### src/adc_ctrl_pkg.sv
// Purpose: Shared constants and types of the converter control block
// Assumes: One sample clock, APB register access with 32-bit data
// Notes:   Offsets are byte addresses of aligned words

package adc_ctrl_pkg;

   // ==========================================================
   // Bus geometry
   localparam int          APB_AW          = 8;
   localparam int          APB_DW          = 32;

   // ==========================================================
   // Register offsets
   localparam logic [7:0]  ADDR_CTRL       = 8'h00;
   localparam logic [7:0]  ADDR_STATUS     = 8'h04;
   localparam logic [7:0]  ADDR_SAMPLE     = 8'h08;
   localparam logic [7:0]  ADDR_CALCNT     = 8'h0C;

   // ==========================================================
   // Control fields and reset value
   localparam int          CTRL_RST_BIT    = 0;
   localparam int          CTRL_CAL_BIT    = 1;
   localparam logic [1:0]  CTRL_RESET_VAL  = 2'h0;

   // ==========================================================
   // Status fields
   localparam int          STAT_MODE_LSB   = 0;
   localparam int          STAT_EOC_BIT    = 3;
   localparam int          STAT_STALE_BIT  = 4;
   localparam int          STAT_OE_BIT     = 5;
   localparam int          STAT_INV_LSB    = 8;

   // ==========================================================
   // Data format and timing counts
   localparam int          DATA_W          = 14;
   localparam int          CODE_W          = 16;
   localparam int          PIPE_DEPTH      = 13;
   localparam int          INVALID_CYCLES  = 13;
   localparam int          HOLD_MIN_CYCLES = 2;
   localparam int          CAL_CYCLES      = 272800;
   localparam int          WAKE_CYCLES     = 64;

   // ==========================================================
   // Operating modes
   typedef enum logic [2:0] {
      ST_RUN   = 3'b000,
      ST_RESET = 3'b001,
      ST_CAL   = 3'b010,
      ST_SLEEP = 3'b011,
      ST_WAKE  = 3'b100
   } mode_type;

endpackage

### src/adc_ctrl.sv
// Purpose: Sequencing and output interface of a pipelined 14-bit converter
// Assumes: pclk is the sample clock; control pins are asynchronous to it
// Notes:   Samples are taken on the rising edge; the front-end code is same-domain

`timescale 1ns/10ps
`default_nettype none

// Summary of operation
// - Sample clock also steps the state machine; gaps corrupt pipeline samples.
// - Reset level held two cycles or more resets the device.
// - Calibrate level held two cycles or more starts a calibration run.
// - A calibration run lasts its fixed cycle count unless a reset or sleep cuts it short.
// - Output words are junk during reset or calibrate and thirteen cycles after.
// - Read enable low drives data outputs; high floats them.
// - Sleep request low holds low power; release resumes after wake-up time.
// - Sleep destroys the pipeline; outputs stay invalid until recalibration.
// - Valid strobe is low whenever data is valid, never during reset.
// - Each output word is fourteen bits, two's complement.
// - One sample is taken and one word produced per clock.
// - Each word appears thirteen clocks after its sample.
// - Codes beyond full scale saturate to the extreme codes.
module adc_ctrl
   import adc_ctrl_pkg::*;
#(
   parameter int CAL_LEN   = adc_ctrl_pkg::CAL_CYCLES,
   parameter int WAKE_LEN  = adc_ctrl_pkg::WAKE_CYCLES,
   parameter int DEPTH     = adc_ctrl_pkg::PIPE_DEPTH
) (
   // Clock and reset
   input  wire logic                              pclk,
   input  wire logic                              presetn,
   // APB slave
   input  wire logic [adc_ctrl_pkg::APB_AW-1:0]   paddr,
   input  wire logic                              psel,
   input  wire logic                              penable,
   input  wire logic                              pwrite,
   input  wire logic [adc_ctrl_pkg::APB_DW-1:0]   pwdata,
   input  wire logic [3:0]                        pstrb,
   output logic      [adc_ctrl_pkg::APB_DW-1:0]   prdata,
   output logic                                   pready,
   output logic                                   pslverr,
   // Control pins
   input  wire logic                              reset_pin,
   input  wire logic                              cal_pin,
   input  wire logic                              read_enable_n,
   input  wire logic                              sleep_request_n,
   // Quantiser code from the analog front end
   input  wire logic signed [adc_ctrl_pkg::CODE_W-1:0] sample_code,
   // Sample outputs
   output logic      [adc_ctrl_pkg::DATA_W-1:0]   data_out,
   output logic                                   data_oe,
   output logic                                   eoc_n
);

   import adc_ctrl_pkg::*;

   localparam int CW = $clog2(CAL_LEN + 1);
   localparam int WW = $clog2(WAKE_LEN + 1);
   localparam int IW = $clog2(INVALID_CYCLES + 1);
   localparam int HW = $clog2(HOLD_MIN_CYCLES + 1);

   // ==========================================================
   // State record
   typedef struct packed {
      logic                         rst_s1;
      logic                         rst_s2;
      logic                         cal_s1;
      logic                         cal_s2;
      logic                         rd_s1;
      logic                         rd_s2;
      logic                         pd_s1;
      logic                         pd_s2;
      logic [HW-1:0]                rst_hold;
      logic [HW-1:0]                cal_hold;
      mode_type                     mode;
      logic [CW-1:0]                cal_cnt;
      logic [WW-1:0]                wake_cnt;
      logic [IW-1:0]                inv_cnt;
      logic                         stale;
      logic [1:0]                   ctrl;
      logic [DEPTH-1:0][DATA_W-1:0] pipe;
      logic                         oe;
      logic                         eoc_n;
   } state_type;

   state_type st_ff;
   state_type nxt_st;

   // ==========================================================
   // Helpers
   function automatic logic [DATA_W-1:0] saturate(
      input logic signed [CODE_W-1:0] code
   );
      logic signed [CODE_W-1:0] hi;
      logic signed [CODE_W-1:0] lo;
      hi = CODE_W'(signed'((1 << (DATA_W - 1)) - 1));
      lo = -hi - CODE_W'(signed'(1));
      if (code > hi) begin
         saturate = {1'b0, {(DATA_W - 1){1'b1}}};
      end else if (code < lo) begin
         saturate = {1'b1, {(DATA_W - 1){1'b0}}};
      end else begin
         saturate = code[DATA_W-1:0];
      end
   endfunction

   function automatic logic [HW-1:0] hold_step(
      input logic          level,
      input logic [HW-1:0] cnt
   );
      if (!level) begin
         hold_step = '0;
      end else if (cnt < HW'(HOLD_MIN_CYCLES)) begin
         hold_step = cnt + HW'(1);
      end else begin
         hold_step = cnt;
      end
   endfunction

   // ==========================================================
   // APB decode
   logic                 access;
   logic                 wr_ctrl;
   logic                 mapped;
   logic                 reset_level;
   logic                 cal_level;
   logic                 reset_ok;
   logic                 cal_ok;
   logic [APB_DW-1:0]    rd_word;

   assign access  = psel & penable;
   assign pready  = 1'b1;
   assign wr_ctrl = access & pwrite & pstrb[0] & (paddr == ADDR_CTRL);

   always_comb begin
      mapped  = 1'b1;
      rd_word = '0;
      if (paddr == ADDR_CTRL) begin
         rd_word[1:0] = st_ff.ctrl;
      end else if (paddr == ADDR_STATUS) begin
         rd_word[STAT_MODE_LSB +: 3]  = st_ff.mode;
         rd_word[STAT_EOC_BIT]        = st_ff.eoc_n;
         rd_word[STAT_STALE_BIT]      = st_ff.stale;
         rd_word[STAT_OE_BIT]         = st_ff.oe;
         rd_word[STAT_INV_LSB +: IW]  = st_ff.inv_cnt;
      end else if (paddr == ADDR_SAMPLE) begin
         rd_word[DATA_W-1:0] = st_ff.pipe[DEPTH-1];
      end else if (paddr == ADDR_CALCNT) begin
         rd_word[CW-1:0] = st_ff.cal_cnt;
      end else begin
         mapped = 1'b0;
      end
   end

   assign prdata  = (access & ~pwrite) ? rd_word : '0;
   assign pslverr = access & ~mapped;

   // Software bits act alongside the pins
   assign reset_level = st_ff.rst_s2 | st_ff.ctrl[CTRL_RST_BIT];
   assign cal_level   = st_ff.cal_s2 | st_ff.ctrl[CTRL_CAL_BIT];
   assign reset_ok    = reset_level & (st_ff.rst_hold >= HW'(HOLD_MIN_CYCLES - 1));
   assign cal_ok      = cal_level & (st_ff.cal_hold >= HW'(HOLD_MIN_CYCLES - 1));

   // ==========================================================
   // Next state
   always_comb begin
      nxt_st = st_ff;

      // Two-stage synchronisers for the pins
      nxt_st.rst_s1 = reset_pin;
      nxt_st.rst_s2 = st_ff.rst_s1;
      nxt_st.cal_s1 = cal_pin;
      nxt_st.cal_s2 = st_ff.cal_s1;
      nxt_st.rd_s1  = read_enable_n;
      nxt_st.rd_s2  = st_ff.rd_s1;
      nxt_st.pd_s1  = sleep_request_n;
      nxt_st.pd_s2  = st_ff.pd_s1;

      nxt_st.rst_hold = hold_step(reset_level, st_ff.rst_hold);
      nxt_st.cal_hold = hold_step(cal_level, st_ff.cal_hold);

      if (wr_ctrl) begin
         nxt_st.ctrl = pwdata[1:0];
      end

      // Pipeline steps every clock outside sleep, so a missing edge leaves stale words
      nxt_st.pipe[0] = saturate(sample_code);
      for (int i = 1; i < DEPTH; i++) begin
         nxt_st.pipe[i] = st_ff.pipe[i-1];
      end

      case (st_ff.mode)
         ST_RUN: begin
            if (reset_ok) begin
               nxt_st.mode = ST_RESET;
            end else if (cal_ok) begin
               nxt_st.mode    = ST_CAL;
               nxt_st.cal_cnt = CW'(CAL_LEN - 1);
            end
         end
         ST_RESET: begin
            if (!reset_level) begin
               nxt_st.mode = ST_RUN;
            end
         end
         ST_CAL: begin
            if (reset_ok) begin
               nxt_st.mode    = ST_RESET;
               nxt_st.cal_cnt = '0;
            end else if (st_ff.cal_cnt == '0) begin
               nxt_st.mode  = ST_RUN;
               nxt_st.stale = 1'b0;
            end else begin
               nxt_st.cal_cnt = st_ff.cal_cnt - CW'(1);
            end
         end
         ST_SLEEP: begin
            // Nothing runs while asleep; pipeline held cleared
            nxt_st.pipe = '0;
            if (st_ff.pd_s2) begin
               nxt_st.mode     = ST_WAKE;
               nxt_st.wake_cnt = WW'(WAKE_LEN - 1);
            end
         end
         ST_WAKE: begin
            if (st_ff.wake_cnt == '0) begin
               nxt_st.mode = ST_RUN;
            end else begin
               nxt_st.wake_cnt = st_ff.wake_cnt - WW'(1);
            end
         end
         default: begin
            nxt_st.mode = ST_RUN;
         end
      endcase

      // Sleep request overrides every other mode
      if (!st_ff.pd_s2 && st_ff.mode != ST_SLEEP) begin
         nxt_st.mode     = ST_SLEEP;
         nxt_st.stale    = 1'b1;
         nxt_st.cal_cnt  = '0;
         nxt_st.wake_cnt = '0;
      end

      // Invalid window covers the levels, the runs and the drain after
      if (reset_level || cal_level || nxt_st.mode != ST_RUN) begin
         nxt_st.inv_cnt = IW'(INVALID_CYCLES);
      end else if (st_ff.inv_cnt != '0) begin
         nxt_st.inv_cnt = st_ff.inv_cnt - IW'(1);
      end

      // Strobe low only with a trustworthy word on the outputs
      nxt_st.eoc_n = !(nxt_st.mode == ST_RUN &&
                       nxt_st.inv_cnt == '0 &&
                       !nxt_st.stale);
      nxt_st.oe    = ~st_ff.rd_s2;
   end

   // ==========================================================
   // State register
   always_ff @(posedge pclk or negedge presetn) begin
      if (!presetn) begin
         st_ff          <= '0;
         st_ff.rd_s1    <= 1'b1;
         st_ff.rd_s2    <= 1'b1;
         st_ff.pd_s1    <= 1'b1;
         st_ff.pd_s2    <= 1'b1;
         st_ff.mode     <= ST_RESET;
         st_ff.inv_cnt  <= IW'(INVALID_CYCLES);
         st_ff.ctrl     <= CTRL_RESET_VAL;
         st_ff.eoc_n    <= 1'b1;
      end else begin
         st_ff <= nxt_st;
      end
   end

   // ==========================================================
   // Outputs
   assign data_out = st_ff.pipe[DEPTH-1];
   assign data_oe  = st_ff.oe;
   assign eoc_n    = st_ff.eoc_n;

endmodule // adc_ctrl

`default_nettype wire

### config.mk
export PLATFORM = sky130hd
export DESIGN_NAME = adc_ctrl
export DESIGN_NICKNAME = d
export VERILOG_FILES = /design/src/adc_ctrl_pkg.sv /design/src/adc_ctrl.sv
export SDC_FILE = /design/constraint.sdc
export NUM_CORES = 1
export LEC_CHECK = 0
export ABC_CLOCK_PERIOD_IN_PS = 5300
export BUFFER_PORTS_ARGS = -buffer_cell sky130_fd_sc_hd__buf_2
export CORE_AREA = 2 2 157 159
export DETAILED_ROUTE_END_ITERATION = 7
export DIE_AREA = 0 0 159 161
export GPL_TIMING_DRIVEN = 0
export PLACE_DENSITY_LB_ADDON = 0.1
export SKIP_LAST_GASP = 1
export SYNTH_ARGS = -nofsm -noshare
export SYNTH_HDL_FRONTEND = slang
export SYNTH_SLANG_ARGS = --single-unit
### constraint.sdc
create_clock -name pclk -period 5.3 [get_ports pclk]
set_input_delay 0.265 -clock pclk [delete_from_list [all_inputs] [get_ports pclk]]
set_output_delay 0.265 -clock pclk [all_outputs]
set_load 0.01 [all_outputs]
# [Word-level counts from Yosys, hierarchy flattened]
# Cells that the tools add are included.
# W data, S select, Z words.
[op_classes] n_mux=42 add_sub_neg=5 n_shift=0 reduce_logical=20 n_bitwise=13 n_mul=0 div=0 eq_ne=15 n_lt_le_gt_ge=6
[ops] operator="$mux W182" count=1
[ops] operator="$mux W19" count=4
[ops] operator="$mux W22" count=2
[ops] operator="$mux W14" count=3
[ops] operator="$pmux W19 S2" count=1
[ops] operator="$mux W29" count=1
[ops] operator="$mux W7" count=3
[ops] operator="$logic_not A19 Y1" count=1
[ops] operator="$sub A19 B1 Y19 const B" count=1
[ops] operator="$mux W17" count=1
[ops] operator="$eq A8 B4 Y1 const B" count=2
[ops] operator="$gt A16 B14 Y1 const B" count=1
[ops] operator="$lt A16 B14 Y1 const B" count=1
[ops] operator="$mux W3" count=5
[ops] operator="$pmux W3 S5" count=1
[ops] operator="$pmux W7 S2" count=1
[ops] operator="$mux W2" count=6
[ops] operator="$mux W4" count=3
[ops] operator="$ne A3 B3 Y1 const B" count=4
[ops] operator="$reduce_bool A3 Y1" count=3
[ops] operator="$and A1 B1 Y1" count=8
[ops] operator="$eq A8 B3 Y1 const B" count=1
[ops] operator="$logic_not A8 Y1" count=1
[ops] operator="$mux W1" count=8
[ops] operator="24 further kinds" count=38
[totals] latch_bits=0 n_memories=0 elab_cells=132 inputBits=69 out_inout_bits=50 rom_bits=0 reg_bits=232 ramBits=0

# [Longest topological paths before layout]
[depth] ltp_word=13 mapped_depth=9 mapped_depth_nobuf=7

# [Least setup slack after synthesis]
# No wires, ideal clock.
[synth_timing] kind="flip-flop to flip-flop" startpoint="reg st_ff[223] (netlist bit)" endpoint="reg st_ff[200] (netlist bit)" path_stages_with_launch=9 t_required_ns=5.220 path_slack_ns=3.198 t_arrival_ns=2.023 synth_period_minus_slack_ns=2.102 path_buffers=1 setup_time_ns=0.080 path_cell_list="dfrtp_1 > inv_1 > ha_1 > o21bai_1 > and3_1 > and4_4 > or4_1 > buf_6 > o22ai_2"
[synth_between] elab_chain_cells=5 word_cells_on_any_way=8 cone_classes="order compare (1); eq/ne (2); mux (3); bitwise (1); reduce/logical (1)"
[synth_rtl] element="start: declaration" line="adc_ctrl.sv:86" text="state_type st_ff;"
[synth_rtl] element="start signal: assignment" line="adc_ctrl.sv:273" text="st_ff <= nxt_st;"
[synth_rtl] element="$ge A2 B1 Y1 *" line="adc_ctrl.sv:161" text="assign reset_ok = reset_level & (st_ff.rst_hold >= HW'(HOLD_MIN_CYCLES - 1));"
[synth_rtl] element="$and A1 B1 Y1 *" line="adc_ctrl.sv:161"
[synth_rtl] element="$mux W22" line="adc_ctrl.sv:207" text="if (reset_ok) begin"
[synth_rtl] element="$pmux W19 S2" line="adc_ctrl.sv:192" text="case (st_ff.mode)"
[synth_rtl] element="$mux W29" line="adc_ctrl.sv:238" text="if (!st_ff.pd_s2 && st_ff.mode != ST_SLEEP) begin"
# Mark *: on every way between the ends. The rest lies on a longest branch, timed or not.
# A chain may end at the register's enable or synchronous reset.

# [Worst setup path after layout]
[layout_timing] startpoint="reg st_ff[198] (netlist bit)" endpoint="reg st_ff[214] (netlist bit)"
[layout_between] elab_chain_cells=5 word_cells_on_any_way=8 cone_classes="add/sub (1); eq/ne (1); mux (4); reduce/logical (2)"
[layout_rtl] element="$sub A19 B1 Y19" line="adc_ctrl.sv:214" text="nxt_st.cal_cnt = st_ff.cal_cnt - CW'(1);"
[layout_rtl] element="$mux W19" line="adc_ctrl.sv:210" text="end else if (st_ff.cal_cnt == '0) begin"
[layout_rtl] element="$mux W22" line="adc_ctrl.sv:207"
[layout_rtl] element="$pmux W19 S2" line="adc_ctrl.sv:192"
[layout_rtl] element="$mux W29" line="adc_ctrl.sv:238"
# Parallel ways exist; a longest one is shown, timed or not. The select of a mux whose other input is x is not followed.

==> results.toml <==
[run_status]
status = "completed"

[timing]
max_slew.worst_pin.slew_ns = 0.947
rsz0062_at_grt = "no"
tns_ns = 0
period_minus_slack_ns = 2.56
slew_viol_final = 0
maxSlewHeadroom_pct = 36.7
hold_viol_final = 0
fin_worst_skew_ns = 0.00652
fmax_mhz = 391
final-setup-viol-count = 0
finalCritPeriodShare_pct = 48.2

[yosys]
netlist_top_cells_count = "dfrtp_1 (223), and2_1 (174), nor2_1 (42)"
ys_types = 59
ys_warn_count = 0
synth_seq_cells = 232
synthTopCellsByArea = "dfrtp_1 (61%), and2_1 (12%), dfstp_2 (2.6%), buf_4 (2.3%), a21oi_1 (1.8%)"
synth_ff_type = "dfrtp_1"
async_flop_share_pct = 100
syn_inst = 761
avgSynthCellArea_um2 = 12.0
synth_largest_area_cell = "dfrtp_1"
synthesis.area_um2 = 9130
synth_top_area_share_pct = 61.1
synth_edf_count = 0
ys_seq_area_share_pct = 63.7
synth.most_common_cell = "dfrtp_1"

[layout]
antenna_cells = 0
drive_above_1_share_pct = 18.8
layout.nets = 967
area_delta_synth_final_pct = 20.3
fin_util_pct = 45.8

[placement]
gp_congestion = 0.895
dp_hpwl_mm = 11.8
io_buffers = 71

[worst_setup_path]
path_buf_inv = 1
cp_cell_sequence = "inv_1 -> ha_1 -> or3b_1 -> nor4_4 -> nand2_1 -> nor4b_1 -> mux2i_1"
crit_path_top_delay_cell = "or3b_1"
cp_top_family = "simple AND/OR/NAND/NOR gates"
path_max_fanout = 5
critPathArrivalTime_ns = 2.98
critPathLaunchType = "flip-flop"
critPathRequiredTime_ns = 5.73
critPathCaptureType = "flip-flop"
critical-path-max-stage-delay_ns = 0.50
worstSetupPathType = "flip-flop to flip-flop"

[routing]
ant_nets = 0
met1_length_mm = 7.08
drt_iter0_drc = 354
wl_mm = 17.2
wl_met3_mm = 1.20
drc = 0
highest_layer = "met4"
routedWlPerCell_um = 14.0
wl_met2_mm = 8.55
dr.pass1.iters = 5
via_per_inst = 4.66
route.vias.total = 5741

[floorplanning]
die_width_um = 159
fp-row-count = 57
io_pins = 119
start_util_pct = 38.1
core_um2 = 24000
die-area_um2 = 25600
die_y_um = 161

[power_and_ir_drop]
p_per_area_nw_per_um2 = 439
peakVddDrop_mv = 0.287
p_leak_uw = 0.00535

[clock_network]
cts.sinks = 232
h-tree-depth = 1
cts_setup_buffers = 0
cts_hold_buf = 21
numCtsBuffers = 25
cts-root-buf = "clkbuf_16"
insertion_delay_ns = 0.51
cts_buffer_depth = 3
clk_pin_slew_worst_paths_ns = 0.06
post_cts_resized = 0
cts_tree = "yes"

[global_routing]
grt_pass1_vias = 5758
antenna_found_initial = 0
grt_pass1_wl_mm = 28.8
overflow = 0
grt_usage_pct = 13.8
grt_max_degree = 118

[flow_run]
cap_violations = 0

[worst_hold_path]
hold_class = "input pin to flip-flop"
-- final timing paths --
check | startpoint | end | slack, ns | depth (start not counted)
worst max-delay path | st_ff[198]$_DFFE_PN0P_ | st_ff[214]$_DFFE_PN0P_ | 2.74 | 7
worst min-delay path | sample_code[14] | st_ff[3]$_DFF_PN0_ | 0.19 | 4
worst max register to register | st_ff[198]$_DFFE_PN0P_ | st_ff[214]$_DFFE_PN0P_ | 2.74 | 7
worst min register to register | nxt_st[230]$_DFF_PN0_ | st_ff[230]$_DFF_PN0_ | 0.35 | 0
max in group asynchronous | presetn | st_ff[107]$_DFF_PN0_ | 3.90 | 3
min in group asynchronous | presetn | data_oe$_DFF_PN0_ | 0.36 | 2
-- power breakdown --
group	switching (uW)	leakage [uW]	internal, uW
logic	576	0.00185	406
registers	153	0.00311	2010
clock network	662	0.000396	1010
total	1390	0.00535	3430
-- worst register-to-register path, delay by kind of cell, from the launching register on --
| family | cells | cell delay [ns] |
|---|---|---|
| fa+ha+maj | 1 | 0.22 |
| buf+inv | 1 | 0.11 |
| flops | 1 | 0.42 |
| mux | 1 | 0.25 |
| simple gates | 4 | 1.48 |
-- kinds of logic after synthesis --
logic type	Yosys count	share of synthesized area (%)
and+or+nand+nor	321	21.0
DFF	232	63.7
AOI/OAI and AO/OA	103	7.51
buffers and inverters	80	4.74
muxes	14	1.85
adders and majority gates	5	0.685
xor gates and xnor gates	4	0.384
other	2	0.0823
-- registers in the layout, summed over array words and instances, names as in the netlist --
signal	count
nxt_st	4
data_oe	1
eoc_n	1
data_out	14
st_ff	212
-- metal layers --
metal | track usage, % | vias up
met5 | 0 | -
met4 | 4.38 | 0
met3 | 3.65 | 29
met2 | 23.7 | 172
met1 | 17.0 | 2794
li1 | - | 2746
-- per-stage QoR --
| step | area, um2 | hold slack, ns | std cells | setup slack, ns | total power, uW |
|---|---|---|---|---|---|
| 2_1_floorplan | 9180 | -0.0306 | 773 | 3.20 | 2850 |
| 3_3_place_gp | 9940 | 0.335 | 1168 | 0.0605 | 3130 |
| 3_5_place_dp | 9970 | 0.337 | 1169 | 2.82 | 3170 |
| 4_1_cts | 11000 | 0.163 | 1233 | 2.76 | 4890 |
| 5_1_grt | 11000 | 0.204 | 1233 | 2.63 | 5100 |
| 6_report | 11000 | 0.185 | 1233 | 2.74 | 4820 |
-- cells in the final DEF (no fill, tap or decap), types with 9 or more instances in the layout --
master and n:
clkbuf_16 25, nand2_1 27, nand2b_1 17, dfrtp_1 223, o21a_1 15, buf_4 28
conb_1 14, mux2i_1 9, a21oi_1 32, inv_1 12, clkbuf_1 38, nor2_1 42
buf_2 74, o21ai_1 10, and2_1 174, dlygate4sd3_1 21, o31ai_1 10, o311ai_0 9
dfstp_2 9
-- final cells by class --
type,count,area [um2]
well taps,324,405
clock buffers,38,744
repair buffers,93,603
clock inverters,5,57.6
flip-flops and latches,232,5820
fillers,2215,13000
plain buffers,68,388
inverters,12,45.0
multi-input cells,461,2930
No activity file was read; power rests on OpenSTA's default activity.
